## src/hdl/crs_map.svh

```systemverilog
// Register offsets, field positions, reset values and timing counts of the
// call and return sequencer. Included by the sequencer and the testbench; holds definitions only.
`ifndef CRS_MAP_SVH
`define CRS_MAP_SVH

`define CRS_OFS_CTRL 8'h00
`define CRS_OFS_STATUS 8'h04
`define CRS_OFS_ACC 8'h08
`define CRS_OFS_INDIRECT 8'h0C
`define CRS_OFS_RTC 8'h10
`define CRS_OFS_PC 8'h14

`define CRS_CTRL_TURBO 0
`define CRS_CTRL_EXTEND 1
`define CRS_CTRL_NARROW 2
`define CRS_CTRL_RESET 3'h2

`define CRS_PAGE_HI 7
`define CRS_PAGE_LO 5
`define CRS_PC_RESET 12'hFFF
`define CRS_PC_IRQ 12'h000
`define CRS_PC_NARROW_MASK 12'h7FF

`define CRS_CALL_CYC_COMPAT 2
`define CRS_CALL_CYC_TURBO 3

`define CRS_RESP_OKAY 2'h0
`define CRS_RESP_SLVERR 2'h2

`endif

```

## src/hdl/crs_pkg.sv

```systemverilog
// Types shared by the call and return sequencer files.
// Assumes nothing of its surroundings.
package crs_pkg;
    typedef enum logic [2:0] {
        CRS_OP_STEP = 3'h0,
        CRS_OP_CALL = 3'h1,
        CRS_OP_EXIT = 3'h2,
        CRS_OP_EXIT_PAGE = 3'h3,
        CRS_OP_EXIT_LIT = 3'h4,
        CRS_OP_IRQ_EXIT = 3'h5,
        CRS_OP_IRQ_EXIT_ADJ = 3'h6,
        CRS_OP_IRQ_ENTRY = 3'h7
    } crs_op_t;

    typedef enum logic [1:0] {
        CRS_ST_IDLE = 2'h0,
        CRS_ST_WAIT1 = 2'h1,
        CRS_ST_WAIT2 = 2'h3
    } crs_state_t;
endpackage : crs_pkg

```

## src/hdl/crs_stack.sv

```systemverilog
// Eight-level shifting return stack with no pointer.
// Assumes push and pop are never asserted together.
`timescale 1ns/1ps
module crs_stack (
    input wire logic clk_in,
    input wire logic rst_n_in,
    input wire logic push_in,
    input wire logic pop_in,
    input wire logic two_level_in,
    input wire logic [11:0] push_data_in,
    output logic [11:0] top_out
);
    import crs_pkg::*;
    logic [11:0] ent [0:7];
    integer i;

    assign top_out = ent[0];

    // In two-level use the entries below level two are frozen.
    always_ff @(posedge clk_in or negedge rst_n_in) begin
        if (!rst_n_in) begin
            for (i = 0; i < 8; i = i + 1) begin
                ent[i] <= 12'h000;
            end
        end else if (push_in) begin
            ent[0] <= push_data_in;
            for (i = 1; i < 8; i = i + 1) begin
                if (!two_level_in || i == 1) begin
                    ent[i] <= ent[i-1];
                end
            end
        end else if (pop_in) begin
            for (i = 0; i < 7; i = i + 1) begin
                if (!two_level_in || i == 0) begin
                    ent[i] <= ent[i+1];
                end
            end
        end
    end

    push_top_a: assert property (@(posedge clk_in) disable iff (!rst_n_in)
        push_in |=> top_out == $past(push_data_in))
        else $error("Pushed value not on top.");

    pop_bottom_a: assert property (@(posedge clk_in) disable iff (!rst_n_in)
        pop_in && !two_level_in |=> ent[7] == $past(ent[7]) && ent[6] == $past(ent[7]))
        else $error("Pop did not keep bottom entry.");
endmodule : crs_stack

```

## src/hdl/crs_seq.sv

```systemverilog
// Call and return program-counter sequencer with AXI4-Lite control registers.
// Assumes the core offers one operation at a time and holds it until ready.
`timescale 1ns/1ps
`include "crs_map.svh"
module crs_seq (
    input wire logic clk_in,
    input wire logic rst_n_in,
    input wire logic op_valid_in,
    input wire crs_pkg::crs_op_t op_code_in,
    input wire logic [7:0] op_operand_in,
    output logic op_ready_out,
    output logic [11:0] pc_out,
    input wire logic [7:0] s_axi_awaddr,
    input wire logic s_axi_awvalid,
    output logic s_axi_awready,
    input wire logic [31:0] s_axi_wdata,
    input wire logic [3:0] s_axi_wstrb,
    input wire logic s_axi_wvalid,
    output logic s_axi_wready,
    output logic [1:0] s_axi_bresp,
    output logic s_axi_bvalid,
    input wire logic s_axi_bready,
    input wire logic [7:0] s_axi_araddr,
    input wire logic s_axi_arvalid,
    output logic s_axi_arready,
    output logic [31:0] s_axi_rdata,
    output logic [1:0] s_axi_rresp,
    output logic s_axi_rvalid,
    input wire logic s_axi_rready
);
    import crs_pkg::*;

    logic [11:0] pc;
    logic [7:0] status;
    logic [7:0] acc;
    logic [7:0] indirect_pointer_reg;
    logic [7:0] real_time_counter_reg;
    logic [2:0] ctrl;
    logic [11:0] save_pc;
    logic [7:0] save_acc;
    logic [7:0] save_status;
    logic [7:0] save_ptr;
    crs_state_t state;
    crs_state_t next_state;
    logic [7:0] aw_addr;
    logic aw_held;
    logic [31:0] w_data;
    logic [3:0] w_strb;
    logic w_held;

    // A narrow counter wraps inside the smaller program memory.
    function automatic logic [11:0] fit_pc(input logic [11:0] v, input logic narrow);
        fit_pc = narrow ? (v & `CRS_PC_NARROW_MASK) : v;
    endfunction : fit_pc

    function automatic logic [7:0] merge_byte(input logic [7:0] old, input logic [31:0] d,
                                              input logic [3:0] s);
        merge_byte = s[0] ? d[7:0] : old;
    endfunction : merge_byte

    wire narrow = ctrl[`CRS_CTRL_NARROW];
    wire turbo = ctrl[`CRS_CTRL_TURBO];
    wire stack_depth_extend = ctrl[`CRS_CTRL_EXTEND];
    wire [2:0] page_select_bits = status[`CRS_PAGE_HI:`CRS_PAGE_LO];
    wire take = op_valid_in && op_ready_out;
    wire is_call = take && op_code_in == CRS_OP_CALL;
    wire is_sub_exit = take && (op_code_in == CRS_OP_EXIT || op_code_in == CRS_OP_EXIT_PAGE
                                || op_code_in == CRS_OP_EXIT_LIT);
    wire is_irq_exit = take && (op_code_in == CRS_OP_IRQ_EXIT
                                || op_code_in == CRS_OP_IRQ_EXIT_ADJ);
    wire is_irq_entry = take && op_code_in == CRS_OP_IRQ_ENTRY;
    wire is_step = take && op_code_in == CRS_OP_STEP;
    wire [11:0] stack_top;
    wire [11:0] return_addr = fit_pc(pc + 12'h001, narrow);
    wire [11:0] call_target = fit_pc({page_select_bits, 1'b0, op_operand_in}, narrow);
    wire [11:0] popped = fit_pc(stack_top, narrow);

    // The small variant limits the stack unless the extension bit is set.
    wire two_level = narrow && !stack_depth_extend;

    // Only invoke and subroutine exits move the stack; nothing else touches it.
    crs_stack u_stack (
        .clk_in(clk_in),
        .rst_n_in(rst_n_in),
        .push_in(is_call),
        .pop_in(is_sub_exit),
        .two_level_in(two_level),
        .push_data_in(return_addr),
        .top_out(stack_top)
    );

    // Bus write decode.
    wire wr_fire = aw_held && w_held && !s_axi_bvalid;
    wire wr_ctrl = wr_fire && aw_addr == `CRS_OFS_CTRL;
    wire wr_status = wr_fire && aw_addr == `CRS_OFS_STATUS;
    wire wr_acc = wr_fire && aw_addr == `CRS_OFS_ACC;
    wire wr_ptr = wr_fire && aw_addr == `CRS_OFS_INDIRECT;
    wire wr_rtc = wr_fire && aw_addr == `CRS_OFS_RTC;
    wire wr_hit = wr_ctrl || wr_status || wr_acc || wr_ptr || wr_rtc
                  || aw_addr == `CRS_OFS_PC;
    wire rd_fire = s_axi_arvalid && s_axi_arready;
    wire rd_hit = s_axi_araddr == `CRS_OFS_CTRL || s_axi_araddr == `CRS_OFS_STATUS
                  || s_axi_araddr == `CRS_OFS_ACC || s_axi_araddr == `CRS_OFS_INDIRECT
                  || s_axi_araddr == `CRS_OFS_RTC || s_axi_araddr == `CRS_OFS_PC;
    wire [31:0] rd_mux =
        s_axi_araddr == `CRS_OFS_CTRL ? {29'h0000000, ctrl} :
        s_axi_araddr == `CRS_OFS_STATUS ? {24'h000000, status} :
        s_axi_araddr == `CRS_OFS_ACC ? {24'h000000, acc} :
        s_axi_araddr == `CRS_OFS_INDIRECT ? {24'h000000, indirect_pointer_reg} :
        s_axi_araddr == `CRS_OFS_RTC ? {24'h000000, real_time_counter_reg} :
        s_axi_araddr == `CRS_OFS_PC ? {20'h00000, pc_out} : 32'h00000000;

    assign s_axi_awready = !aw_held && !s_axi_bvalid;
    assign s_axi_wready = !w_held && !s_axi_bvalid;
    assign s_axi_arready = !s_axi_rvalid;
    assign op_ready_out = state == CRS_ST_IDLE;
    assign pc_out = fit_pc(pc, narrow);

    // Invoke holds the core for one extra clock, or two in turbo mode.
    always_comb begin
        next_state = state;
        case (state)
            CRS_ST_IDLE: begin
                if (is_call) begin
                    next_state = turbo ? CRS_ST_WAIT2 : CRS_ST_WAIT1;
                end
            end
            CRS_ST_WAIT2: next_state = CRS_ST_WAIT1;
            CRS_ST_WAIT1: next_state = CRS_ST_IDLE;
            default: next_state = CRS_ST_IDLE;
        endcase
    end

    always_ff @(posedge clk_in or negedge rst_n_in) begin
        if (!rst_n_in) begin
            state <= CRS_ST_IDLE;
        end else begin
            state <= next_state;
        end
    end

    always_ff @(posedge clk_in or negedge rst_n_in) begin
        if (!rst_n_in) begin
            pc <= `CRS_PC_RESET;
        end else if (is_call) begin
            pc <= call_target;
        end else if (is_sub_exit) begin
            pc <= popped;
        end else if (is_irq_exit) begin
            pc <= save_pc;
        end else if (is_irq_entry) begin
            pc <= `CRS_PC_IRQ;
        end else if (is_step) begin
            pc <= return_addr;
        end
    end

    // Interrupt context lives in save registers, never on the stack.
    always_ff @(posedge clk_in or negedge rst_n_in) begin
        if (!rst_n_in) begin
            save_pc <= 12'h000;
            save_acc <= 8'h00;
            save_status <= 8'h00;
            save_ptr <= 8'h00;
        end else if (is_irq_entry) begin
            save_pc <= pc_out;
            save_acc <= acc;
            save_status <= status;
            save_ptr <= indirect_pointer_reg;
        end
    end

    // Sequencer updates win over a bus write in the same clock.
    always_ff @(posedge clk_in or negedge rst_n_in) begin
        if (!rst_n_in) begin
            status <= 8'h00;
        end else if (is_irq_exit) begin
            status <= save_status;
        end else if (take && op_code_in == CRS_OP_EXIT_PAGE) begin
            status[`CRS_PAGE_HI:`CRS_PAGE_LO] <= popped[11:9];
        end else if (wr_status) begin
            status <= merge_byte(status, w_data, w_strb);
        end
    end

    always_ff @(posedge clk_in or negedge rst_n_in) begin
        if (!rst_n_in) begin
            acc <= 8'h00;
        end else if (is_irq_exit) begin
            acc <= save_acc;
        end else if (take && op_code_in == CRS_OP_EXIT_LIT) begin
            acc <= op_operand_in;
        end else if (wr_acc) begin
            acc <= merge_byte(acc, w_data, w_strb);
        end
    end

    always_ff @(posedge clk_in or negedge rst_n_in) begin
        if (!rst_n_in) begin
            indirect_pointer_reg <= 8'h00;
        end else if (is_irq_exit) begin
            indirect_pointer_reg <= save_ptr;
        end else if (wr_ptr) begin
            indirect_pointer_reg <= merge_byte(indirect_pointer_reg, w_data, w_strb);
        end
    end

    // The adjustment uses the accumulator as it stood before the restore.
    always_ff @(posedge clk_in or negedge rst_n_in) begin
        if (!rst_n_in) begin
            real_time_counter_reg <= 8'h00;
        end else if (take && op_code_in == CRS_OP_IRQ_EXIT_ADJ) begin
            real_time_counter_reg <= real_time_counter_reg + acc;
        end else if (wr_rtc) begin
            real_time_counter_reg <= merge_byte(real_time_counter_reg, w_data, w_strb);
        end
    end

    always_ff @(posedge clk_in or negedge rst_n_in) begin
        if (!rst_n_in) begin
            ctrl <= `CRS_CTRL_RESET;
        end else if (wr_ctrl && w_strb[0]) begin
            ctrl <= w_data[2:0];
        end
    end

    // Address and data are caught independently, in either order.
    always_ff @(posedge clk_in or negedge rst_n_in) begin
        if (!rst_n_in) begin
            aw_held <= 1'b0;
            aw_addr <= 8'h00;
            w_held <= 1'b0;
            w_data <= 32'h00000000;
            w_strb <= 4'h0;
            s_axi_bvalid <= 1'b0;
            s_axi_bresp <= `CRS_RESP_OKAY;
        end else begin
            if (s_axi_awvalid && s_axi_awready) begin
                aw_held <= 1'b1;
                aw_addr <= {s_axi_awaddr[7:2], 2'b00};
            end
            if (s_axi_wvalid && s_axi_wready) begin
                w_held <= 1'b1;
                w_data <= s_axi_wdata;
                w_strb <= s_axi_wstrb;
            end
            if (wr_fire) begin
                aw_held <= 1'b0;
                w_held <= 1'b0;
                s_axi_bvalid <= 1'b1;
                s_axi_bresp <= wr_hit ? `CRS_RESP_OKAY : `CRS_RESP_SLVERR;
            end else if (s_axi_bready) begin
                s_axi_bvalid <= 1'b0;
            end
        end
    end

    always_ff @(posedge clk_in or negedge rst_n_in) begin
        if (!rst_n_in) begin
            s_axi_rvalid <= 1'b0;
            s_axi_rdata <= 32'h00000000;
            s_axi_rresp <= `CRS_RESP_OKAY;
        end else if (rd_fire) begin
            s_axi_rvalid <= 1'b1;
            s_axi_rdata <= rd_mux;
            s_axi_rresp <= rd_hit ? `CRS_RESP_OKAY : `CRS_RESP_SLVERR;
        end else if (s_axi_rready) begin
            s_axi_rvalid <= 1'b0;
        end
    end

    call_target_a: assert property (@(posedge clk_in) disable iff (!rst_n_in)
        is_call |=> pc == $past(call_target) && pc[8] == 1'b0
                    && pc[11:9] == ($past(page_select_bits) & (narrow ? 3'h3 : 3'h7)))
        else $error("Invoke target wrong.");

    call_push_a: assert property (@(posedge clk_in) disable iff (!rst_n_in)
        is_call |=> stack_top == fit_pc($past(pc) + 12'h001, $past(narrow)))
        else $error("Invoke pushed wrong return address.");

    call_len_a: assert property (@(posedge clk_in) disable iff (!rst_n_in)
        is_call && turbo |=> !op_ready_out ##1 !op_ready_out ##1 op_ready_out)
        else $error("Turbo invoke length wrong.");

    call_compat_a: assert property (@(posedge clk_in) disable iff (!rst_n_in)
        is_call && !turbo |=> !op_ready_out ##1 op_ready_out)
        else $error("Compatible invoke length wrong.");

    exit_pc_a: assert property (@(posedge clk_in) disable iff (!rst_n_in)
        is_sub_exit |=> pc == $past(popped))
        else $error("Exit did not restore counter.");

    plain_keep_a: assert property (@(posedge clk_in) disable iff (!rst_n_in)
        take && op_code_in == CRS_OP_EXIT && !wr_fire
        |=> $stable(status) && $stable(acc) && $stable(indirect_pointer_reg)
            && $stable(real_time_counter_reg))
        else $error("Plain exit changed a register.");

    page_exit_a: assert property (@(posedge clk_in) disable iff (!rst_n_in)
        take && op_code_in == CRS_OP_EXIT_PAGE |=> page_select_bits == pc[11:9])
        else $error("Page exit did not set page bits.");

    lit_exit_a: assert property (@(posedge clk_in) disable iff (!rst_n_in)
        take && op_code_in == CRS_OP_EXIT_LIT |=> acc == $past(op_operand_in))
        else $error("Literal exit did not load accumulator.");

    irq_exit_a: assert property (@(posedge clk_in) disable iff (!rst_n_in)
        is_irq_exit |=> pc == $past(save_pc) && acc == $past(save_acc)
                        && status == $past(save_status)
                        && indirect_pointer_reg == $past(save_ptr))
        else $error("Interrupt exit restore wrong.");

    timer_adj_a: assert property (@(posedge clk_in) disable iff (!rst_n_in)
        take && op_code_in == CRS_OP_IRQ_EXIT_ADJ
        |=> real_time_counter_reg == 8'($past(real_time_counter_reg) + $past(acc)))
        else $error("Timer adjust wrong.");

    irq_stack_a: assert property (@(posedge clk_in) disable iff (!rst_n_in)
        is_irq_entry || is_irq_exit |=> $stable(stack_top))
        else $error("Interrupt moved the stack.");

    irq_zero_a: assert property (@(posedge clk_in) disable iff (!rst_n_in)
        is_irq_entry |=> pc_out == `CRS_PC_IRQ)
        else $error("Interrupt entry not at zero.");
endmodule : crs_seq

```

## config.mk

```make
export PLATFORM = sky130hd
export DESIGN_NAME = crs_seq
export DESIGN_NICKNAME = d
export VERILOG_FILES = /design/src/hdl/crs_pkg.sv /design/src/hdl/crs_stack.sv /design/src/hdl/crs_seq.sv
export VERILOG_INCLUDE_DIRS = /design/src /design/src/hdl
export SDC_FILE = /design/constraint.sdc
export NUM_CORES = 1
export LEC_CHECK = 0
export CORE_ASPECT_RATIO = 1.4
export CORE_MARGIN = 5
export CORE_UTILIZATION = 27
export CTS_CLUSTER_SIZE = 25
export DETAILED_ROUTE_END_ITERATION = 12
export DONT_BUFFER_PORTS = 1
export GPL_TIMING_DRIVEN = 0
export PLACE_DENSITY = 0.38
export SETUP_SLACK_MARGIN = 0.4
export SYNTH_ARGS = -nofsm -noshare
export SYNTH_HDL_FRONTEND = slang
export SYNTH_SLANG_ARGS = --single-unit
```

## constraint.sdc

```tcl
create_clock -name clk_in -period 3.1 [get_ports clk_in]
set_input_delay 0.465 -clock clk_in [delete_from_list [all_inputs] [get_ports clk_in]]
set_output_delay 0.465 -clock clk_in [all_outputs]
set_load 0.01 [all_outputs]
```

### After elaboration in Yosys (flattened, before gate mapping)

Index checks and enable logic that the tools add are counted.

| word-level totals | value |
|---|---|
| bits in registers | 236 |
| bits in latches | 0 |
| RAM bits | 0 |
| ROM bits | 0 |
| input bits | 71 |
| logic and storage cells | 171 |
| memories | 0 |

| cells by class | value |
|---|---|
| $add $sub $neg | 2 |
| $mul | 0 |
| divide/modulo/power cells | 0 |
| order comparisons | 0 |
| eq/ne operators | 21 |
| shift-type cells | 0 |
| multiplexer cells | 49 |
| bitwise gates (word level) | 1 |
| reductions and logical operators | 68 |

Operators by type and width:

| cell | number |
|---|---|
| $mux W12 | 22 |
| $mux W84 | 2 |
| $mux W8 | 10 |
| $logic_and A1 B1 Y1 | 23 |
| $reduce_bool A2 Y1 | 10 |
| $eq A8 B4 Y1 const B | 2 |
| $eq A8 B5 Y1 const B | 2 |
| $logic_not A8 Y1 | 2 |
| $reduce_and A2 Y1 | 7 |
| $logic_or A1 B1 Y1 | 13 |
| $add A12 B1 Y12 const B | 1 |
| $eq A3 B3 Y1 const B | 4 |
| $eq A6 B2 Y1 const B | 2 |
| $eq A6 B3 Y1 const B | 2 |
| $reduce_bool A3 Y1 | 4 |
| $add A8 B8 Y8 | 1 |
| $eq A8 B3 Y1 const B | 1 |
| $mux W1 | 8 |
| $mux W2 | 4 |
| $eq A3 B2 Y1 const B | 2 |
| $eq A6 B1 Y1 const B | 1 |
| $logic_not A1 Y1 | 5 |
| $mux W5 | 1 |
| $reduce_bool A5 Y1 | 1 |
| 10 further kinds | 11 |

### Longest topological paths before layout

Gate-level depths: netlist (run 1).

| depth | value |
|---|---|
| word-level depth | 9 |
| depth in mapped cells | 12 |

### Cells and area by module

Synthesis (run 1) repeated with hierarchy kept, for this count alone.

| second synthesis, totals | value |
|---|---|
| cells, all modules | 1,045 |
| area total of the unflattened synthesis | 10,963.0 µm² |

Modules (own cells, without submodules):

| module | instances | cells an instance | area an instance (µm²) |
|---|---|---|---|
| crs_seq | 1 | 628 | 6,548.8 |
| crs_stack | 1 | 417 | 4,414.2 |

### Least setup slack after synthesis (run 1)

No wires, ideal clock.

| timing path | value |
|---|---|
| kind | register to register |
| from | register state[0] |
| to | register acc[7] |
| library setup time | 0.128 ns |
| data arrival time | 1.865 ns |
| required time | 2.972 ns |
| slack | 1.107 ns |
| stages on the path, launching flop included | 11 |
| period minus slack after synthesis | 1.993 ns |
| cell sequence | dfrtp_1 -> inv_1 -> ha_1 -> and2_1 -> clkbuf_2 -> and3_1 -> buf_2 -> buf_4 -> buf_4 -> o21ai_0 -> mux2_1 |

| on the way | value |
|---|---|
| cells in the longest elaborated chain, start to end | 5 |
| elaborated cells between the ends (all ways) | 9 |
| those cells by class | mux (2); reduce/logical (7) |

Ends and longest elaborated chain:

| element | line | source |
|---|---|---|
| start: declaration | crs_seq.sv:43 | `crs_state_t state;` |
| start signal: assignment | crs_seq.sv:138 | `state <= next_state;` |
| $logic_not A2 Y1 * | crs_seq.sv:116 | `assign op_ready_out = state == CRS_ST_IDLE;` |
| named net op_ready_out | crs_seq.sv:11 | `output logic op_ready_out,` |
| $logic_and A1 B1 Y1 * | crs_seq.sv:65 | `wire take = op_valid_in && op_ready_out;` |
| $logic_and A1 B1 Y1, on equally long branches | crs_seq.sv:69, crs_seq.sv:191 |  |
| $reduce_bool A3 Y1 (no line) or $mux W8 (tied branches) | -- |  |
| $reduce_and A2 Y1 (no line) or $mux W8 (tied branches) | -- |  |
| end signal: assignment | crs_seq.sv:190 | `acc <= save_acc;` |
| end signal: assignment | crs_seq.sv:192 | `acc <= op_operand_in;` |
| end signal: assignment | crs_seq.sv:194 | `acc <= merge_byte(acc, w_data, w_strb);` |
| end: declaration | crs_seq.sv:35 | `logic [7:0] acc;` |

Mark *: on every way through the listed nets, which the timed path passes. The rest lies on a longest branch.
A chain may end at the register's enable or synchronous reset.

### Final worst setup path (run 1)

| timing path | value |
|---|---|
| from | register state[1] |
| to | register pc[3] |

| on the way | value |
|---|---|
| cells in the longest elaborated chain, start to end | 7 |
| elaborated cells between the ends (all ways) | 12 |
| those cells by class | mux (4); reduce/logical (8) |

Ends and longest elaborated chain:

| element | line | source |
|---|---|---|
| $logic_not A2 Y1 * | crs_seq.sv:116 |  |
| named net op_ready_out | crs_seq.sv:11 |  |
| $logic_and A1 B1 Y1 * | crs_seq.sv:65 |  |
| $logic_and A1 B1 Y1 | crs_seq.sv:71 | `wire is_irq_entry = take && op_code_in == CRS_OP_IRQ_ENTRY;` |
| $mux W12 | crs_seq.sv:151 | `end else if (is_irq_entry) begin` |
| $mux W12 | crs_seq.sv:149 | `end else if (is_irq_exit) begin` |
| $mux W12 | crs_seq.sv:147 | `end else if (is_sub_exit) begin` |
| $mux W12 | crs_seq.sv:145 | `end else if (is_call) begin` |
| end signal: assignment | crs_seq.sv:146 | `pc <= call_target;` |
| end signal: assignment | crs_seq.sv:148 | `pc <= popped;` |
| end signal: assignment | crs_seq.sv:150 | `pc <= save_pc;` |
| end: declaration | crs_seq.sv:33 | `logic [11:0] pc;` |

Marked as above.

==> impl_metrics.csv, run 1 <==
group,metric,value,unit
worst_setup_path,cp_slowest_cell,"a221oi_1",
status,violations,"hold timing",
power,power.internal,0.00767,W
synthesis,yosysTopAreaCellShare,46.2,%
worst_setup_path,cp_num_buf_inv,3,
synthesis,synth_flop_cell,"dfrtp_1",
power,p_seq_share,44.6,%
clocking,cts_hold_buf,2,
grt,grt_pass1_wl,54.0,mm
synthesis,synth_mux_area_share,11.7,%
placed_design,portBuffers,0,
floorplanning,die_w,180,µm
grt,grt_usage,15.5,%
power,netSwitchingFraction,36.3,%
synthesis,synth_top_family_by_area,"simple AND/OR/NAND/NOR gates",
floorplanning,die_h,248,µm
cells_and_area,drive_above_1_share,17.9,%
timing,rsz0062_at_grt,"false",
cells_and_area,top_register,"u_stack.ent",
timing,fin_ws,582,ps
power,pwr-share-clk,26.3,%
synthesis,synth-seq-cells,214,
synthesis,avgSynthCellArea,9.50,µm²
cells_and_area,largest_reg_flops,84,
timing,slew_viol_final,0,
clocking,cts_sinks,214,
synthesis,synthTopCellsByArea,"dfrtp_1 (46%), nand2_1 (8.2%), mux2_2 (7.8%), a31oi_1 (4.7%), mux2i_1 (3.9%)",
timing,relSlewSlack,41.7,%
worst_setup_path,endpoint_kind,"flip-flop",
timing,layout_min_cycle_time,2520,ps
flow_run,drv_cap,0,
power,p_leak,5.48,nW
timing,hold_ws,-387,ps
grt,antenna_found_initial,0,
synthesis,synthXorXnorAreaFrac,1.29,%
synthesis,synth_fa_ha_area_share,1.31,%
cells_and_area,multi_input_area,4940,µm²
synthesis,yosysSeqAreaShare,49.3,%
cells_and_area,area.growth.synth_to_final,15.4,%
cells_and_area,antenna-diode-count,0,
placed_design,post-place-ws,273,ps
floorplanning,core-area,40100,µm²
synthesis,synthArstFlopShare,100,%
power,switching_power,0.00437,W
grt,grt_pass1_vias,8596,
synthesis,yosys.area_share.simple,15.6,%
synthesis,netlist_instances,1147,
cells_and_area,n_fill_cell,4251,
timing,tightestPinTransition,874,ps
timing,period_share,81.2,%
power,power_density,959,nW/µm²
route,dr.pass1.iters,4,
synthesis,syn_area,10900,µm²
route,viasPerCell,4.74,
clocking,cts_max_level,1,
timing,skew,17.4,ps
route,via_count,8311,
synthesis,synth-edff-count,0,
timing,finalSetupTns,0,ps
grt,grt_overflow_total,0,
clocking,cts_root_buffer,"clkbuf_16",
clocking,clockBufferDepth,3,
worst_setup_path,cp-start-kind,"flip-flop",
synthesis,synth-compound-area-share,14.5,%
synthesis,synth_top_area_cell,"dfrtp_1",
worst_setup_path,slowest_delay,390,ps
clocking,clk_pin_slew,60,ps
worst_setup_path,crit_path_max_fanout,10,
clocking,cts_setup_buffers,0,
cells_and_area,final_common_cell,"nand2_1",
placed_design,dp_hpwl,26.1,mm
synthesis,ys_types,66,
placed_design,gp_congestion,0.870,
worst_setup_path,cp_top_family,"simple AND/OR/NAND/NOR gates",
route,wire_per_inst,19.9,µm
route,drtIter0Drc,479,
synthesis,yosysWarnings,0,
route,ant_nets,0,
clocking,cts_made_buffers,26,
cells_and_area,final_cell_mix,"nand2_1 (237), dfrtp_1 (201), nor2_1 (106)",
floorplanning,die_area,44500,µm²
min_path,hp-class,"in -> async",
timing,max_freq,0.397,GHz
route,drc_errors,0,
timing,setup_viol,0,
grt,grt_start_max_net_pins,215,
clocking,clkLatencyLatePin,550,ps
floorplanning,top_level_ports,125,
worst_setup_path,crit_type,"reg -> reg",
power,combPwrFrac,29.1,%
worst_setup_path,arrival,2960,ps
power,irDropWorstVdd,0.412,mV
floorplanning,initial_core_util,27.2,%
clocking,cts_tree,"yes",
worst_setup_path,crit_required,3540,ps
cells_and_area,final_util,31.4,%
worst_setup_path,path_cells,"inv_1 -> ha_2 -> and2_1 -> clkbuf_2 -> buf_2 -> nand3_1 -> a221oi_1 -> nor3_1 -> a21oi_1 -> o21ai_1",
cells_and_area,nNetsFinal,1279,
timing,hold_viol_final,208,
status,status,"finished, violations left",
route,drt-total-wl,34.9,mm
cells_and_area,seqCellArea,5370,µm²
floorplanning,core.rowCount,87,
layer usage:
metal	up-vias	track usage (%)	part of all wire, %
li1	4054	-	-
met1	4034	17.1	38
met2	167	28.9	53
met3	56	2.80	4.5
met4	0	7.17	5.0
met5	-	0	0
cells by family after synthesis:
logic type,count (synthesis)
muxes,118
adders and majority gates,11
and+or+nand+nor,404
xor gates and xnor gates,16
DFF,214
AOI/OAI and AO/OA,254
buffers and inverters,129
other,1
Yosys cell counts, drive strengths merged, types with 13 or more instances:
library cell / number
inv: 20
mux2: 76
clkbuf: 37
o21ai: 66
nand3: 14
dfrtp: 201
nand2: 237
buf: 72
a31oi: 81
dfstp: 13
nor2: 107
mux2i: 42
a21oi: 44
nor3: 13
final timing paths:
kind                                start                 endpoint  slack, ps  cells past startpoint
min reg2reg                   save_ptr[7]  indirect_pointer_reg[7]        480                      2
max reg2reg                      state[1]                    pc[3]        580                     10
min                              rst_n_in              save_ptr[6]       -390                      0
min in group clk_in        s_axi_wstrb[0]                w_strb[0]         40                      2
max in group asynchronous        rst_n_in          u_stack.ent[74]       2920                      0
max                              state[1]                    pc[3]        580                     10
power by group through the flow:
stage | logic [W] | registers (W) | clock network, W
finish | 0.00351 | 0.00537 | 0.00316
global route | 0.00400 | 0.00555 | 0.00336
CTS | 0.00356 | 0.00540 | 0.00328
detailed placement | 0.00353 | 0.00544 | 0
global placement | 0.00350 | 0.00542 | 0
floorplan | 0.00285 | 0.00485 | 0
stage by stage:
step / power, W / hold WS [ps] / cell area [µm²] / std cells
5_1_grt: 0.0129 / -420 / 12600 / 1752
4_1_cts: 0.0122 / -416 / 12600 / 1752
2_1_floorplan: 0.00770 / 169 / 11000 / 1168
6_report: 0.0120 / -387 / 12600 / 1752
3_3_place_gp: 0.00892 / 176 / 11600 / 1702
3_5_place_dp: 0.00897 / 178 / 11600 / 1702
timing repair:
item / CTS / global route
cloned: 0 / 0
endpoints found under the setup margin: 46 / 102
resized for setup: 4 / 8
hold endpoints to repair: 216 / 214
worst register-to-register path, cell delays in order, from the launching register on:
cell and delay [ps]:
dfrtp_1 380, inv_1 60, ha_2 290, and2_1 160, clkbuf_2 160, buf_2 280
nand3_1 380, a221oi_1 390, nor3_1 100, a21oi_1 130, o21ai_1 90
final cells by class:
class	instances	area share (%)
sequential	214	42.7
inverter	20	0.597
tap	534	5.32
clock inverter	9	1.05
timing repair buffer	2	0.159
buffer	109	4.90
multi-input combinational	825	39.3
clock buffer	39	5.96
(Power assumes the default switching activity.)
==> inputs of run 2 (changes only) <==
--- a/config.mk
+++ b/config.mk
@@ -13,7 +13,7 @@
 export DETAILED_ROUTE_END_ITERATION = 12
 export DONT_BUFFER_PORTS = 1
 export GPL_TIMING_DRIVEN = 0
-export PLACE_DENSITY = 0.38
+export PLACE_DENSITY = 0.4
 export SETUP_SLACK_MARGIN = 0.4
 export SYNTH_ARGS = -nofsm -noshare
 export SYNTH_HDL_FRONTEND = slang
==> constraint.sdc (replaced) <==
create_clock -name clk_in -period 2.1 [get_ports clk_in]
set_input_delay 0.315 -clock clk_in [delete_from_list [all_inputs] [get_ports clk_in]]
set_output_delay 0.315 -clock clk_in [all_outputs]
set_load 0.01 [all_outputs]
==> run 2 against run 1 <==
Against the previous run:
- the run still ends with hold timing left
- power grew 68%
- critical path depth grew 1
- non-clock buffer count grew 124
- count of clock-buffer cells in the layout grew 2
- combinational power grew 110%
- flip-flop and latch count is the same
- wire length grew 7.7%
- utilization grew 6.4 points
- clock power grew 49%
==> impl_metrics.csv, run 2 (synthesized netlist as in run 1, its figures left out) <==
group,metric,value,unit
floorplanning,initial_core_util,27.2,%
cells_and_area,largest_reg_flops,84,
power,power,0.0202,W
route,via_count,8958,
floorplanning,die_h,248,µm
timing,max_freq,0.495,GHz
cells_and_area,antenna-diode-count,0,
cells_and_area,nNetsFinal,1403,
worst_setup_path,crit_required,2520,ps
cells_and_area,drive_above_1_share,33.8,%
worst_setup_path,endpoint_kind,"flip-flop",
grt,grt_usage,16.2,%
worst_setup_path,cp-start-kind,"flip-flop",
worst_setup_path,crit_type,"reg -> reg",
worst_setup_path,arrival,2440,ps
cells_and_area,n_fill_cell,4118,
placed_design,dp_hpwl,25.8,mm
floorplanning,core-area,40100,µm²
cells_and_area,final_cell_mix,"nand2_1 (218), dfrtp_1 (198), buf_4 (97)",
grt,groute.layer.met3.usage,2.43,%
power,irDropWorstVdd,0.570,mV
floorplanning,top_level_ports,125,
route,viasPerCell,4.78,
clocking,cts_hold_buf,22,
cells_and_area,top_register,"u_stack.ent",
clocking,clockBufferDepth,3,
timing,layout_min_cycle_time,2020,ps
grt,grt_pass1_vias,9102,
clocking,clk_pin_slew,60,ps
placed_design,gp_congestion,0.807,
timing,tightestPinTransition,779,ps
cells_and_area,multi_input_area,5590,µm²
power,p_leak,6.58,nW
timing,setup_viol,0,
grt,grt_start_max_net_pins,215,
clocking,clkLatencyLatePin,540,ps
grt,use_met2,31.7,%
timing,hold_ws,-524,ps
route,dr.pass1.iters,4,
floorplanning,die_area,44500,µm²
timing,skew,14.6,ps
grt,antenna_found_initial,0,
status,status,"finished, violations left",
grt,grt_pass1_wl,56.7,mm
timing,hold_viol_final,214,
route,drc_errors,0,
route,drtIter0Drc,509,
clocking,cts_tree,"yes",
grt,grt.met1_usage,17.7,%
route,wire_per_inst,20.1,µm
clocking,cts_max_level,1,
grt,busiest_layer,"met2",
min_path,hp-class,"in -> async",
status,violations,"hold timing",
cells_and_area,area.growth.synth_to_final,39.0,%
clocking,cts_sinks,214,
worst_setup_path,crit_path_max_fanout,8,
timing,period_share,96.2,%
timing,slew_viol_final,0,
cells_and_area,seqCellArea,5380,µm²
floorplanning,die_w,180,µm
route,ant_nets,0,
floorplanning,core.rowCount,87,
clocking,cts_made_buffers,26,
placed_design,portBuffers,0,
power,power_density,1340,nW/µm²
flow_run,drv_cap,0,
timing,relSlewSlack,48.0,%
clocking,cts_root_buffer,"clkbuf_16",
route,drt-total-wl,37.6,mm
cells_and_area,final_common_cell,"nand2_1",
timing,rsz0062_at_grt,"true",
grt,grt_overflow_total,0,
-- run 2: path summary, 6_finish.rpt --
check	start	to	slack, ps	cells past startpoint
worst max-delay path	state[1]	status[0]	80	11
worst min-delay path	rst_n_in	save_ptr[5]	-520	0
worst max register to register	state[1]	status[0]	80	11
worst min register to register	save_ptr[7]	indirect_pointer_reg[7]	480	2
max in group asynchronous	rst_n_in	save_pc[10]	2120	0
min in group clk_in	op_operand_in[6]	pc[6]	20	2
-- run 2: area by class of cell --
class	count	share of cell area, %
multi-input cells	825	36.9
flip-flops and latches	214	35.5
repair buffers	126	9.58
plain buffers	109	7.16
clock buffers	41	5.34
well taps	534	4.41
clock inverters	7	0.611
inverters	20	0.521
-- run 2: metal layers --
metal,share of wire (%),vias up
met5,0,-
li1,-,4297
met3,3.6,54
met4,2.8,0
met1,38,4450
met2,56,157
-- run 2: per-stage QoR --
| step | area, µm² | setup TNS, ps | utilization, % | setup WS, ps | std cells |
|---|---|---|---|---|---|
| detailed placement | 11800 | -23350 | 29.4 | -375 | 1702 |
| global placement | 11800 | -25830 | 29.4 | -336 | 1702 |
| floorplan | 11100 | 0 | - | 232 | 1168 |
| finish | 15100 | 0 | 37.8 | 79.5 | 1876 |
| CTS | 14300 | 0 | 35.8 | 70.2 | 1845 |
| global route | 15100 | 0 | 37.8 | 6.19 | 1876 |
-- run 2: report_power, final --
group          total (W)  switching, W  internal, W
Clock            0.00472       0.00184      0.00288
Combinational    0.00754       0.00350      0.00404
Sequential       0.00798       0.00194      0.00603
Total             0.0202       0.00728       0.0130
-- run 2: critical path, stage by stage (launching register included) --
cell and delay (ps):
dfrtp_1 390, inv_2 70, ha_4 190, and2_4 160, buf_8 120, and3_4 190
buf_12 110, buf_12 140, clkbuf_16 170, buf_4 110, mux2i_1 160, o21ai_1 80
-- run 2: repair_timing --
item | CTS | global route
cloned | 12 | 6
endpoints found under the hold margin | 238 | 214
pin swaps | 26 | 47
endpoints found under the setup margin | 196 | 208
buffers inserted | 61 | 25
gates resized for setup | 192 | 146
